`config.mk`:
```
export PLATFORM = sky130hd
export DESIGN_NAME = sac_ctrl
export DESIGN_NICKNAME = d
export VERILOG_FILES = /design/src/common/sac_pkg.sv /design/src/hdl/sac_result_pack.sv /design/src/hdl/sac_tad_gen.sv /design/src/hdl/sac_ctrl.sv
export SDC_FILE = /design/constraint.sdc
export NUM_CORES = 1
export LEC_CHECK = 0
export ABC_AREA = 0
export BUFFER_PORTS_ARGS = -buffer_cell sky130_fd_sc_hd__buf_4
export CAP_MARGIN = 30
export CORE_MARGIN = 1.5
export CORE_UTILIZATION = 28
export CTS_BUF_LIST = sky130_fd_sc_hd__clkbuf_16
export DETAILED_ROUTE_END_ITERATION = 10
export GPL_ROUTABILITY_DRIVEN = 0
export PLACE_DENSITY = 0.53
export SLEW_MARGIN = 5
export SYNTH_ARGS = -nofsm -noshare
export SYNTH_HDL_FRONTEND = slang
export SYNTH_SLANG_ARGS = --single-unit
```
`constraint.sdc`:
```
create_clock -name clk_i -period 4.9 [get_ports clk_i]
set_input_delay 0.49 -clock clk_i [delete_from_list [all_inputs] [get_ports clk_i]]
set_output_delay 0.49 -clock clk_i [all_outputs]
set_load 0.01 [all_outputs]
```
`src/common/sac_pkg.sv`:
```
package sac_pkg;
  // bus geometry and register indices (byte address is four times the index)
  localparam int SAC_ADR_W = 10;
  localparam int SAC_DAT_W = 32;
  localparam logic [7:0] SAC_IDX_RES_LO = 8'h9C;
  localparam logic [7:0] SAC_IDX_RES_HI = 8'h9D;
  localparam logic [7:0] SAC_IDX_CTRL = 8'h9E;
  localparam logic [7:0] SAC_IDX_FMT = 8'h9F;
  localparam logic [7:0] SAC_IDX_STAT = 8'hA0;
  // converter_control fields
  localparam int SAC_CTL_ON = 0;
  localparam int SAC_CTL_GO = 1;
  localparam int SAC_CTL_CHS_LO = 2;
  localparam int SAC_CTL_CS_LO = 6;
  // format_and_channel_msb fields
  localparam int SAC_FMT_MSB = 6;
  localparam int SAC_FMT_RJ = 7;
  // status fields
  localparam int SAC_STAT_DONE = 0;
  localparam int SAC_STAT_IE = 1;
  localparam logic [7:0] SAC_REG_RST = 8'h00;
  // conversion clock select codes and dividers
  localparam logic [1:0] SAC_CS_DIV8 = 2'h0;
  localparam logic [1:0] SAC_CS_DIV16 = 2'h1;
  localparam logic [1:0] SAC_CS_DIV32 = 2'h2;
  localparam logic [1:0] SAC_CS_RC = 2'h3;
  localparam logic [4:0] SAC_DIV8_M1 = 5'h07;
  localparam logic [4:0] SAC_DIV16_M1 = 5'h0F;
  localparam logic [4:0] SAC_DIV32_M1 = 5'h1F;
  // channel code of the internal fixed reference
  localparam logic [4:0] SAC_CH_REF = 5'h1A;
  // timing in bit periods and clocks
  localparam logic [5:0] SAC_TAD_LAST = 6'h30;
  localparam logic [5:0] SAC_DEC_END = 6'h30;
  localparam logic [1:0] SAC_DEC_PHASE = 2'h3;
  localparam logic [1:0] SAC_ABORT_LAST = 2'h1;
  localparam logic [2:0] SAC_INSTR_LAST = 3'h3;
  localparam logic [11:0] SAC_SAR_MSB = 12'h800;
  localparam logic [3:0] SAC_TOP_BIT = 4'hB;
  // converter sequencer states
  typedef enum logic [3:0] {
    SAC_ST_IDLE = 4'b0001,
    SAC_ST_DELAY = 4'b0010,
    SAC_ST_CONV = 4'b0100,
    SAC_ST_ABORT = 4'b1000
  } sac_state_type;
endpackage : sac_pkg

```
`src/hdl/sac_result_pack.sv`:
```
`timescale 1ns/1ns
module sac_result_pack (
  input wire logic [11:0] res_i, // finished conversion code
  input wire logic rj_i, // right alignment chosen
  output logic [7:0] hi_o, // result_high byte
  output logic [7:0] lo_o // result_low byte
);
  // lay the code into two bytes, unused bits zero; right alignment keeps only bits 11 to 2
  always_comb
  begin
    if (rj_i)
    begin
      hi_o = {6'h00, res_i[11:10]};
      lo_o = res_i[9:2];
    end
    else
    begin
      hi_o = res_i[11:4];
      lo_o = {res_i[3:0], 4'h0};
    end
  end
endmodule : sac_result_pack

```
`src/hdl/sac_tad_gen.sv`:
```
`timescale 1ns/1ns
module sac_tad_gen (
  input wire logic clk_i, // system clock
  input wire logic rst_i, // synchronous reset
  input wire logic en_i, // converter powered
  input wire logic [1:0] sel_i, // conversion clock select
  input wire logic rc_clk_i, // dedicated rc oscillator pin
  output logic tick_o // one pulse per bit period
);
  import sac_pkg::*;
  typedef struct packed {
    logic [4:0] cnt;
    logic s1;
    logic s2;
    logic s3;
    logic filt;
  } sac_tad_type;
  sac_tad_type st_r, st_nxt;

  // divider limit for the selected system clock ratio
  function automatic logic [4:0] sac_div_last(input logic [1:0] sel);
    case (sel)
      SAC_CS_DIV8: sac_div_last = SAC_DIV8_M1;
      SAC_CS_DIV16: sac_div_last = SAC_DIV16_M1;
      default: sac_div_last = SAC_DIV32_M1;
    endcase
  endfunction : sac_div_last

  // divider and rc pin synchroniser, change taken when stages 2 and 3 agree
  always_comb
  begin
    st_nxt = st_r;
    tick_o = 1'b0;
    st_nxt.s1 = rc_clk_i;
    st_nxt.s2 = st_r.s1;
    st_nxt.s3 = st_r.s2;
    if (st_r.s2 == st_r.s3)
      st_nxt.filt = st_r.s3;
    if (!en_i)
      st_nxt.cnt = 5'h00;
    else if (sel_i == SAC_CS_RC)
      tick_o = (st_r.s2 == st_r.s3) && st_r.s3 && !st_r.filt;
    else if (st_r.cnt == sac_div_last(sel_i))
    begin
      st_nxt.cnt = 5'h00;
      tick_o = 1'b1;
    end
    else
      st_nxt.cnt = st_r.cnt + 5'h01;
  end

  // state register
  always_ff @(posedge clk_i)
  begin
    if (rst_i)
      st_r <= '0;
    else
      st_r <= st_nxt;
  end
endmodule : sac_tad_gen

```
`src/hdl/sac_ctrl.sv`:
```
// Chosen here: the Wishbone slave port.
`timescale 1ns/1ns
module sac_ctrl (
  input wire logic clk_i, // system clock, 10 MHz
  input wire logic rst_i, // synchronous reset, active high
  input wire logic cyc_i, // wishbone cycle
  input wire logic stb_i, // wishbone strobe
  input wire logic we_i, // wishbone write enable
  input wire logic [sac_pkg::SAC_ADR_W-1:0] adr_i, // wishbone byte address
  input wire logic [3:0] sel_i, // wishbone byte selects
  input wire logic [sac_pkg::SAC_DAT_W-1:0] dat_i, // wishbone write data
  output logic [sac_pkg::SAC_DAT_W-1:0] dat_o, // wishbone read data
  output logic ack_o, // wishbone acknowledge
  input wire logic sleep_i, // cpu is in sleep
  input wire logic rc_clk_i, // dedicated rc oscillator pin
  input wire logic cmp_i, // comparator: input at or above trial level
  output logic power_o, // analog converter powered
  output logic sample_o, // sample-and-hold tracking the input
  output logic [4:0] channel_o, // selected channel code
  output logic ref_sel_o, // internal fixed reference selected
  output logic [11:0] dac_code_o, // successive approximation trial code
  output logic done_o, // conversion_done_flag level
  output logic wake_o // wake request to the cpu
);
  import sac_pkg::*;

  typedef struct packed {
    sac_state_type st;
    logic on;
    logic go;
    logic [3:0] channel_select;
    logic [1:0] cs;
    logic rj;
    logic chs_msb;
    logic done;
    logic irq_en;
    logic shut;
    logic slp_d;
    logic [7:0] res_hi;
    logic [7:0] res_lo;
    logic [11:0] sar;
    logic [5:0] tcnt;
    logic [1:0] acnt;
    logic [2:0] dcnt;
    logic c1;
    logic c2;
    logic c3;
    logic cmp_f;
    logic ack;
    logic [7:0] rdata;
  } sac_ctrl_type;
  sac_ctrl_type st_r, st_nxt;

  logic tick;
  logic powered;
  logic [7:0] pk_hi;
  logic [7:0] pk_lo;
  logic complete;
  logic sw_abort;
  logic start;
  logic sleep_kill;

  // single trial bit, used for clearing and setting
  function automatic logic [11:0] sac_bit(input logic [3:0] idx);
    sac_bit = 12'h001 << idx;
  endfunction : sac_bit

  assign powered = st_r.on && !st_r.shut;
  assign power_o = powered;
  assign sample_o = powered && (st_r.st == SAC_ST_IDLE);
  assign channel_o = {st_r.chs_msb, st_r.channel_select};
  assign ref_sel_o = (channel_o == SAC_CH_REF);
  assign dac_code_o = st_r.sar;
  assign done_o = st_r.done;
  assign wake_o = sleep_i && st_r.irq_en && st_r.done;
  assign ack_o = st_r.ack;
  assign dat_o = {24'h000000, st_r.rdata};

  sac_tad_gen u_tad (
    .clk_i(clk_i),
    .rst_i(rst_i),
    .en_i(powered),
    .sel_i(st_r.cs),
    .rc_clk_i(rc_clk_i),
    .tick_o(tick)
  );

  sac_result_pack u_pack (
    .res_i(st_r.sar),
    .rj_i(st_r.rj),
    .hi_o(pk_hi),
    .lo_o(pk_lo)
  );

  // bus, synchroniser, sequencer and flags
  always_comb
  begin
    logic req;
    logic wr;
    logic [7:0] idx;
    logic [7:0] wd;
    logic [3:0] b;
    req = cyc_i && stb_i;
    wr = req && st_r.ack && we_i && sel_i[0];
    idx = adr_i[9:2];
    wd = dat_i[7:0];
    b = SAC_TOP_BIT - st_r.tcnt[5:2];
    st_nxt = st_r;
    start = 1'b0;
    sw_abort = 1'b0;
    complete = 1'b0;
    sleep_kill = 1'b0;
    st_nxt.ack = req && !st_r.ack;
    // comparator pin synchroniser
    st_nxt.c1 = cmp_i;
    st_nxt.c2 = st_r.c1;
    st_nxt.c3 = st_r.c2;
    if (st_r.c2 == st_r.c3)
      st_nxt.cmp_f = st_r.c3;
    // read data latched together with ack
    if (req && !st_r.ack)
    begin
      case (idx)
        SAC_IDX_RES_LO: st_nxt.rdata = st_r.res_lo;
        SAC_IDX_RES_HI: st_nxt.rdata = st_r.res_hi;
        SAC_IDX_CTRL: st_nxt.rdata = {st_r.cs, st_r.channel_select, st_r.go, st_r.on};
        SAC_IDX_FMT: st_nxt.rdata = {st_r.rj, st_r.chs_msb, 6'h00};
        SAC_IDX_STAT: st_nxt.rdata = {6'h00, st_r.irq_en, st_r.done};
        default: st_nxt.rdata = 8'h00;
      endcase
    end
    // register writes at the edge where the master sees ack
    if (wr)
    begin
      case (idx)
        SAC_IDX_CTRL:
        begin
          st_nxt.on = wd[SAC_CTL_ON];
          st_nxt.channel_select = wd[SAC_CTL_CHS_LO +: 4];
          st_nxt.cs = wd[SAC_CTL_CS_LO +: 2];
          // a go written during the post-abort wait is dropped, not half-started
          if (wd[SAC_CTL_GO] && st_r.on && !st_r.go && !st_r.shut && (st_r.st == SAC_ST_IDLE))
            start = 1'b1;
          if (!wd[SAC_CTL_GO] && st_r.go)
            sw_abort = 1'b1;
        end
        SAC_IDX_FMT:
        begin
          st_nxt.rj = wd[SAC_FMT_RJ];
          st_nxt.chs_msb = wd[SAC_FMT_MSB];
        end
        SAC_IDX_STAT:
        begin
          st_nxt.irq_en = wd[SAC_STAT_IE];
          if (!wd[SAC_STAT_DONE])
            st_nxt.done = 1'b0;
        end
        default: st_nxt.rdata = st_r.rdata;
      endcase
    end
    // sleep entry and exit
    st_nxt.slp_d = sleep_i;
    if (!sleep_i)
      st_nxt.shut = 1'b0;
    if (sleep_i && !st_r.slp_d && (st_r.cs != SAC_CS_RC) && st_r.on)
      sleep_kill = 1'b1;
    // conversion sequencer
    case (st_r.st)
      SAC_ST_IDLE:
      begin
        if (start)
        begin
          st_nxt.go = 1'b1;
          st_nxt.dcnt = 3'h0;
          st_nxt.tcnt = 6'h00;
          st_nxt.sar = SAC_SAR_MSB;
          st_nxt.st = (st_r.cs == SAC_CS_RC) ? SAC_ST_DELAY : SAC_ST_CONV;
        end
      end
      SAC_ST_DELAY:
      begin
        st_nxt.dcnt = st_r.dcnt + 3'h1;
        if (st_r.dcnt == SAC_INSTR_LAST)
          st_nxt.st = SAC_ST_CONV;
      end
      SAC_ST_CONV:
      begin
        if (tick)
        begin
          st_nxt.tcnt = st_r.tcnt + 6'h01;
          if ((st_r.tcnt[1:0] == SAC_DEC_PHASE) && (st_r.tcnt < SAC_DEC_END))
          begin
            if (!st_r.cmp_f)
              st_nxt.sar = st_r.sar & ~sac_bit(b);
            if (b != 4'h0)
              st_nxt.sar = st_nxt.sar | sac_bit(b - 4'h1);
          end
          if (st_r.tcnt == SAC_TAD_LAST)
          begin
            complete = 1'b1;
            st_nxt.go = 1'b0;
            st_nxt.res_hi = pk_hi;
            st_nxt.res_lo = pk_lo;
            st_nxt.st = SAC_ST_IDLE;
            if (sleep_i && (st_r.cs == SAC_CS_RC) && !st_r.irq_en)
              st_nxt.shut = 1'b1;
          end
        end
      end
      SAC_ST_ABORT:
      begin
        if (tick)
        begin
          st_nxt.acnt = st_r.acnt + 2'h1;
          if (st_r.acnt == SAC_ABORT_LAST)
            st_nxt.st = SAC_ST_IDLE;
        end
      end
      default: st_nxt.st = SAC_ST_IDLE;
    endcase
    // done flag: a completion wins over a clear in the same cycle
    if (complete)
      st_nxt.done = 1'b1;
    // software abort leaves the result registers untouched
    if (sw_abort && !complete)
    begin
      st_nxt.go = 1'b0;
      st_nxt.acnt = 2'h0;
      st_nxt.st = SAC_ST_ABORT;
    end
    // power loss ends any conversion; results load only if it completes in that same cycle
    if (sleep_kill || !st_nxt.on)
    begin
      if (sleep_kill)
        st_nxt.shut = 1'b1;
      st_nxt.go = 1'b0;
      st_nxt.st = SAC_ST_IDLE;
    end
  end

  // state register, reset clears everything except the state, which loads SAC_ST_IDLE
  always_ff @(posedge clk_i)
  begin
    if (rst_i)
    begin
      st_r <= '0;
      st_r.st <= SAC_ST_IDLE;
    end
    else
      st_r <= st_nxt;
  end

  // helper for the sticky flag check
  function automatic logic wr_stat_clear();
    wr_stat_clear = cyc_i && stb_i && st_r.ack && we_i && sel_i[0]
      && (adr_i[9:2] == SAC_IDX_STAT) && !dat_i[SAC_STAT_DONE];
  endfunction : wr_stat_clear
endmodule : sac_ctrl

```
* Word level (Yosys, flattened, before mapping) *
Cells that the tools add are included.

word-level totals
  flip-flop bits (word level) = 79
  input port bits = 54
  output and inout bits = 55

operators by class
  $add $sub $neg = 6
  magnitude comparators = 1
  equal/unequal tests = 35
  shifts and indexed selects = 2
  multiplexer cells = 60
  bitwise logic cells = 4
  reductions and logical operators = 56

operator list
  kind                                                                 number
  12-bit two-way mux                                                   6
  8-bit equality test (second input constant)                          5
  8-bit two-way mux                                                    5
  8-bit one-hot mux with 5 select lines                                1
  18-bit two-way mux                                                   2
  18-bit one-hot mux with 2 select lines                               1
  4-bit two-way mux                                                    7
  1-bit two-way mux                                                    27
  1-bit by 4-bit left shift with 12-bit output (first input constant)  2
  1-bit logical AND                                                    23
  2-bit != test (second input constant)                                9
  4-bit one-hot mux with 4 select lines                                1
  5-bit two-way mux                                                    3
  3-bit != test (second input constant)                                5
  12-bit bitwise AND                                                   1
  12-bit inverter                                                      1
  12-bit OR                                                            1
  6-bit AND reduction                                                  2
  5-bit one-hot mux with 2 select lines                                1
  2-bit AND reduction                                                  5
  1-bit zero test                                                      9
  3-bit AND reduction                                                  3
  4-bit AND reduction                                                  2
  2-bit nonzero test                                                   4
  30 further kinds                                                     38

* Depth between registers and ports, before layout *
Gate-level depths: netlist of the first run.

  depth in word-level cells = 15
  gate-level depth with buffers = 9
  gate-level depth less buffers = 8

* By module *
A second synthesis of the first run with hierarchy kept.

second synthesis, totals
  cells, all modules = 461
  area total of the unflattened synthesis = 4121.5 µm²

modules (own cells, without submodules)
  module           times used  cells an instance  area each (µm²)  seq. area each (µm²)
  sac_ctrl         1           392                3490.8           1401.3
  sac_tad_gen      1           51                 455.4            180.2
  sac_result_pack  1           18                 175.2            0.0

* Least setup slack after synthesis of the first run *
No wires, ideal clock.

  kind = input -> register
  start point = input port adr_i[8] in the netlist's numbering
  end point = register st_r[68] in the netlist's numbering
  data arrival time = 1901 ps
  setup slack = 2887 ps
  stages on the path = 7
  path buffers = 1
  cell sequence = or3b_4 -> nor4_4 -> buf_6 -> nand2_1 -> a22oi_1 -> a21oi_1 -> a2111oi_1

between the ends
  cells in the longest elaborated chain, start to end = 6
  elaborated cells between the ends (all ways) = 13
  those cells by class = eq/ne: 2; mux: 6; reduce/logical: 5

ends and longest elaborated chain
  what                                                         RTL line         source
  from (decl)                                                  sac_ctrl.sv:9    input wire logic [sac_pkg::SAC_ADR_W-1:0] adr_i,
  8-bit equality test (*)                                      sac_ctrl.sv:135  case (idx)
  branches (longest 5 deep; another with 6-bit AND reduction)  -
  to (signal assigned)                                         sac_ctrl.sv:250  st_r <= st_nxt;
  to (decl)                                                    sac_ctrl.sv:52   sac_ctrl_type st_r, st_nxt;

Mark *: on every way between the ends.
A chain may end at the register's enable or synchronous reset.

* Worst setup path in the final report of the first run *
  start point = register st_r[59] in the netlist's numbering
  end point = register st_r[53] in the netlist's numbering

between the ends
  cells in the longest elaborated chain, start to end = 12
  elaborated cells between the ends (all ways) = 23
  those cells by class = eq/ne: 4; mux: 13; reduce/logical: 6

ends and longest elaborated chain
  what                                                                                      RTL line           source
  2-bit by 1-bit equality test with 1-bit output / 2-bit zero test (equally long branches)  sac_tad_gen.sv:22  case (sel)
  5-bit one-hot mux with 2 select lines                                                     sac_tad_gen.sv:22
  5-bit two-way mux                                                                         sac_tad_gen.sv:41  else if (sel_i == SAC_CS_RC)
  5-bit two-way mux                                                                         sac_tad_gen.sv:39  if (!en_i)
  5-bit equality test                                                                       sac_tad_gen.sv:43  else if (st_r.cnt == sac_div_last(sel_i))
  1-bit two-way mux                                                                         sac_tad_gen.sv:43
  1-bit two-way mux                                                                         sac_tad_gen.sv:41
  1-bit two-way mux                                                                         sac_tad_gen.sv:39
  1-bit two-way mux                                                                         sac_ctrl.sv:188    if (tick)
  1-bit two-way mux                                                                         sac_ctrl.sv:168    case (st_r.st)
  1-bit two-way mux                                                                         sac_ctrl.sv:234    if (sleep_kill)
  1-bit two-way mux (*)                                                                     sac_ctrl.sv:232    if (sleep_kill || !st_nxt.on)

Every way passes the cells marked *; elsewhere a longest branch is shown, timed or not. The select of a mux whose other input is x is not followed.

==> results.sh, run 1 <==
export IMPL_place_hpwl_um=7158
export IMPL_first_iter_violations=215
export IMPL_grt_pass1_wl_um=16390
export IMPL_status="finished, final reports clean"
export IMPL_finalWorstSetupSlack_ns=2.187
export IMPL_die_h_um=126.6
export IMPL_antenna_cells=0
export IMPL_row_count=44
export IMPL_chipWidth_um=126.6
export IMPL_io_buffers=55
export IMPL_crit_type="reg -> reg"
export IMPL_power_density_mw_per_mm2=301.2
export IMPL_register_area_mm2=0.001582
export IMPL_clockRootBuffer="clkbuf_16"
export IMPL_clock_sinks=79
export IMPL_clk_pin_slew_ns=0.06
export IMPL_cts_tree="done"
export IMPL_synthTopCellsByArea="dfxtp_1 (37%), buf_4 (8.8%), mux2i_1 (5.6%), nor2_1 (5.0%), nand2_1 (3.9%)"
export IMPL_fin_crit_sh_pct=55.36
export IMPL_path_max_fanout=12
export IMPL_syn_inst=501
export IMPL_dpl_worst_slack_ns=2.151
export IMPL_dpl_instance_area_mm2=0.004519
export IMPL_final_common_cell="dfxtp_1"
export IMPL_ys_ff_latch=79
export IMPL_grt_max_degree=62
export IMPL_fmax_mhz=368.6
export IMPL_drive_above_1_share_pct=16.38
export IMPL_cp_end_kind="flop"
export IMPL_numCtsBuffers=9
export IMPL_slew_viol_final=0
export IMPL_tns_ns=0
export IMPL_ant_nets=0
export IMPL_start_kind="flop"
export IMPL_synthArstFlopShare_pct=0
export IMPL_rsz0062_at_grt="no"
export IMPL_antenna_found_initial=0
export IMPL_dieArea_mm2=0.01601
export IMPL_final_net_count=579
export IMPL_cellLeakagePower_uw=0.001912
export IMPL_multi_input_area_mm2=0.002242
export IMPL_syn_area_per_cell_um2=8.531
export IMPL_synth_edff_count=0
export IMPL_grt_pass1_vias=3319
export IMPL_required_ns=5.18
export IMPL_grtUsageTotal_pct=12.80
export IMPL_setup_violations=0
export IMPL_vdd_ir_drop_worst_mv=0.1794
export IMPL_via_per_inst=4.896
export IMPL_cap_violations=0
export IMPL_layout_common_cells="dfxtp_1 (79), nor2_1 (57), buf_4 (56), nand2_1 (44)"
export IMPL_synth_top_cell_by_area="dfxtp_1"
export IMPL_min_path_type="in -> reg"
export IMPL_clock_latency_ns=0.34
export IMPL_post_cts_buffers=0
export IMPL_min_period_ns=2.713
export IMPL_first_pass_iters=4
export IMPL_hold_violations=0
export IMPL_grt_ovfl_total=0
export IMPL_yosysWarnings=0
export IMPL_fin_area_mm2=0.004857
export IMPL_worstPathArrival_ns=2.99
export IMPL_routed_wl_um=9983
export IMPL_synth_top_area_share_pct=37.00
export IMPL_start_util_pct=29.08
export IMPL_nFillCells=1556
export IMPL_io_pins=109
export IMPL_synth_ff_type="dfxtp_1"
export IMPL_finClkSkew_ns=0.006995
export IMPL_route_detailed_drc=0
export IMPL_slew_limit_headroom_pct=41.15
export IMPL_cts_hold_buf=0
export IMPL_clk_path_buf_depth=2
export IMPL_syn_cell_area_mm2=0.004274
export IMPL_core_area_mm2=0.01470
export IMPL_worstMarginPinSlew_ns=0.8799
export IMPL_avgRoutedWirePerCell_um=14.20
export IMPL_areaGrowthSynthToFinish_pct=13.64
export IMPL_vias=3442
export IMPL_yosysSeqAreaShare_pct=37.00
export IMPL_cts_htree_levels=3
export IMPL_synth_cell_types=57
export IMPL_cts_resized_gates=0
export IMPL_whs_ns=0.3784
[worst max-delay path, stage by stage, from the launching register on]
cell and delay, ns:
dfxtp_1 0.45, nand2_1 0.38, o221ai_2 0.25, a21oi_1 0.67, nand2_1 0.49, nor3_1 0.27, o31a_1 0.15
[registers in the layout, summed over array words and instances, names as in the netlist]
signal,flops
u_tad.st_r,7
u_tad.st_nxt,2
channel_o,5
st_r,41
st_nxt,2
dat_o,8
done_o,1
dac_code_o,12
ack_o,1
[where the power goes]
group / switching, µW / internal [µW] / total [µW]
registers: 1.97 / 646 / 648
logic: 33.0 / 21.3 / 54.3
clock network: 265 / 495 / 760
total: 301 / 1160 / 1460
[cells in the mapped netlist (all sizes together), types with 3 or more instances]
master	n
buf	59
and3	5
a22oi	8
xnor2	4
a21oi	24
ha	11
or3	4
inv	12
nor3	15
a221oi	3
xor2	6
nor2	60
dfxtp	79
a22o	8
a211oi	7
nand2b	5
clkbuf	18
nor2b	10
mux2i	24
nand3	12
o21ai	24
nand4	7
and3b	4
nand3b	11
nand2	44
[routing by layer]
layer	up-vias	track usage (%)	wire length (µm)	share of wire, %
li1	1708	-	-	-
met1	1611	16.94	4838	48
met2	109	19.83	4517	45
met3	14	2.109	402	4.0
met4	0	7.167	224	2.2
met5	-	0	0	0
[logic make-up (layout without fill, tap and decap cells)]
logic type | after synthesis | count (layout) | share of synthesized area, %
fa+ha+maj | 11 | 11 | 3.220
compound gates | 92 | 92 | 14.67
other cells | 1 | 24 | 0.08774
flops | 79 | 79 | 37.00
xor+xnor | 10 | 10 | 2.049
simple gates | 193 | 193 | 23.74
buf+inv | 89 | 84 | 12.56
mux | 26 | 26 | 6.674
[stage by stage]
step | power, µW | util, % | cells
finish | 1463 | 33.04 | 703
global placement | 715.9 | 30.75 | 687
CTS | 1485 | 33.04 | 703
detailed placement | 717.2 | 30.75 | 687
global route | 1521 | 33.04 | 703
floorplan | 708.6 | - | 524
[cell type report]
type,instances,share of cell area [%]
clock buffers,9,4.637
flip-flops and latches,79,32.56
clock inverters,7,2.318
repair buffers,56,8.655
inverters,12,0.9274
well taps,184,4.740
multi-input cells,356,46.16
[final timing paths]
check,start,to,slack (ns),depth (start not counted)
worst max-delay path,st_r[59],st_r[53],2.19,6
worst min-delay path,cmp_i,st_nxt[11],0.38,2
worst max register to register,st_r[59],st_r[53],2.19,6
worst min register to register,u_tad.st_nxt[2],u_tad.st_nxt[1],0.44,1
Note: power is estimated with default switching activity, not from simulation.
==> run 2, diff against run 1 <==
==> constraint.sdc (replaced) <==
create_clock -name clk_i -period 2.7 [get_ports clk_i]
set_input_delay 0.27 -clock clk_i [delete_from_list [all_inputs] [get_ports clk_i]]
set_output_delay 0.27 -clock clk_i [all_outputs]
set_load 0.01 [all_outputs]
==> run 2 against run 1 <==
  * Clock skew grew 0.0022 ns
  * Sequential share of layout area fell by 0.28 points
  * Count of clock-buffer cells in the layout stayed put
  * Via count down 2.1%
  * Non-clock buffer count up 9
  * Power increased by 75%
  * Largest power group unchanged
==> results.sh, run 2 (synthesis gave the netlist of run 1 again) <==
export IMPL_die_h_um=126.6
export IMPL_place_inst=696
export IMPL_finalWorstSetupSlack_ns=0.3894
export IMPL_dieArea_mm2=0.01601
export IMPL_numCtsBuffers=9
export IMPL_first_pass_iters=5
export IMPL_cts_htree_levels=3
export IMPL_final_common_cell="dfxtp_1"
export IMPL_clock_latency_ns=0.34
export IMPL_rrSetupSlack_ns=0.39
export IMPL_wl_met3_um=463
export IMPL_ant_nets=0
export IMPL_r2r_start="u_tad.st_r[4]"
export IMPL_r2r_end="dac_code_o[0]"
export IMPL_worstMarginPinSlew_ns=0.6951
export IMPL_swShare_pct=21.28
export IMPL_drive_above_1_share_pct=17.80
export IMPL_grt_ovfl_total=0
export IMPL_cp_end_kind="flop"
export IMPL_largest_register_ffs=41
export IMPL_cellInternalPower_uw=2015
export IMPL_grt_max_degree=38
export IMPL_nFillCells=1557
export IMPL_setup_violations=0
export IMPL_dr_wl_met2_um=4167
export IMPL_avgRoutedWirePerCell_um=13.54
export IMPL_top_register="st_r"
export IMPL_grtUsageTotal_pct=12.31
export IMPL_wl_met1_um=4849
export IMPL_antenna_cells=0
export IMPL_row_count=44
export IMPL_io_pins=109
export IMPL_final_net_count=588
export IMPL_cap_violations=0
export IMPL_slew_viol_final=0
export IMPL_antenna_found_initial=0
export IMPL_layout_common_cells="dfxtp_1 (79), buf_4 (65), nor2_1 (57), nand2_1 (44)"
export IMPL_vdd_ir_drop_worst_mv=0.2788
export IMPL_clockRootBuffer="clkbuf_16"
export IMPL_dpl_worst_slack_ns=0.4443
export IMPL_first_iter_violations=195
export IMPL_io_buffers=55
export IMPL_p_sw_uw=544.6
export IMPL_fin_crit_sh_pct=85.58
export IMPL_pwr_share_seq_pct=45.9
export IMPL_place_hpwl_um=7214
export IMPL_instances_no_fill=712
export IMPL_areaGrowthSynthToFinish_pct=14.64
export IMPL_min_path_type="in -> reg"
export IMPL_routed_wl_um=9642
export IMPL_start_kind="flop"
export IMPL_power_frac_comb_pct=3.9
export IMPL_grt_pass1_wl_um=15720
export IMPL_via_per_inst=4.735
export IMPL_cts_hold_buf=0
export IMPL_fmax_mhz=432.8
export IMPL_endpoint="dac_code_o[0]"
export IMPL_clock_sinks=79
export IMPL_start_util_pct=29.08
export IMPL_clockPowerShare_pct=50.2
export IMPL_cellLeakagePower_uw=0.001942
export IMPL_cts_resized_gates=0
export IMPL_finClkSkew_ns=0.009156
export IMPL_min_period_ns=2.311
export IMPL_reg2regPathDepth=8
export IMPL_power_density_mw_per_mm2=522.4
export IMPL_route_detailed_drc=0
export IMPL_path_max_fanout=9
export IMPL_worstPathArrival_ns=2.59
export IMPL_clk_pin_slew_ns=0.06
export IMPL_required_ns=2.98
export IMPL_status="finished, final reports clean"
export IMPL_chipWidth_um=126.6
export IMPL_hold_violations=0
export IMPL_routed_top_layer="met4"
export IMPL_vias=3371
export IMPL_core_area_mm2=0.01470
export IMPL_crit_type="reg -> reg"
export IMPL_clk_path_buf_depth=2
export IMPL_cts_tree="done"
export IMPL_rsz0062_at_grt="no"
export IMPL_power_total_uw=2560
export IMPL_grt_pass1_vias=3177
export IMPL_tns_ns=0
export IMPL_slew_limit_headroom_pct=53.60
export IMPL_startpoint="u_tad.st_r[4]"
export IMPL_post_cts_buffers=0
run 2: cell types whose count changed in the layout (fill, tap and decap cells not counted), sizes merged:
| cell | previous run | this run |
|---|---|---|
| buf | 56 | 65 |
| clkinv | 3 | 5 |
| bufinv | 3 | 2 |
| inv | 13 | 12 |
run 2: per-stage QoR:
| step | util, % | instance area [µm²] | hold slack [ns] |
|---|---|---|---|
| 2_1_floorplan | - | 4360 | 0.3982 |
| 3_3_place_gp | 31.21 | 4587 | 0.4192 |
| 3_5_place_dp | 31.21 | 4587 | 0.4283 |
| 4_1_cts | 33.33 | 4900 | 0.1356 |
| 5_1_grt | 33.33 | 4900 | 0.1384 |
| 6_report | 33.33 | 4900 | 0.1432 |
run 2: final cells by class:
type / instances / area, µm² / area share, %
multi-input combinational: 356 / 2242 / 45.76
tap: 184 / 230.2 / 4.699
timing repair buffer: 65 / 488.0 / 9.959
inverter: 12 / 45.04 / 0.9193
sequential: 79 / 1582 / 32.28
clock buffer: 9 / 225.2 / 4.597
clock inverter: 7 / 87.58 / 1.788
run 2: worst max-delay path, cell delays in order, from the launching register on:
cell	delay (ns)
dfxtp_1	0.37
ha_1	0.24
and4b_1	0.25
o221ai_2	0.17
a21oi_1	0.32
buf_4	0.22
nand3b_1	0.13
nor2_2	0.34
a31o_1	0.21
run 2: how the worst min path moves through the flow:
stage,end,startpoint,slack [ns],depth (start not counted)
final,u_tad.st_nxt[2],rc_clk_i,0.14,2
after global routing,u_tad.st_nxt[2],rc_clk_i,0.14,2
after CTS,u_tad.st_nxt[2],rc_clk_i,0.14,2
after detailed placement,u_tad.st_nxt[1],u_tad.st_nxt[2],0.43,1
after global placement,u_tad.st_nxt[1],u_tad.st_nxt[2],0.42,1
after floorplan,st_nxt[11],cmp_i,0.40,1
run 2: power by group through the flow:
stage / Combinational (µW) / Sequential, µW / Clock (µW)
4_1_cts: 100 / 1180 / 1310
2_1_floorplan: 84.9 / 1200 / 0
3_3_place_gp: 98.6 / 1200 / 0
5_1_grt: 110 / 1180 / 1360
3_5_place_dp: 99.6 / 1200 / 0
6_report: 99.5 / 1180 / 1280
run 2: layer usage:
| metal | GRT usage (%) | vias up |
|---|---|---|
| li1 | - | 1725 |
| met1 | 16.73 | 1562 |
| met2 | 18.77 | 75 |
| met3 | 2.741 | 9 |
| met4 | 5.274 | 0 |
| met5 | 0 | - |
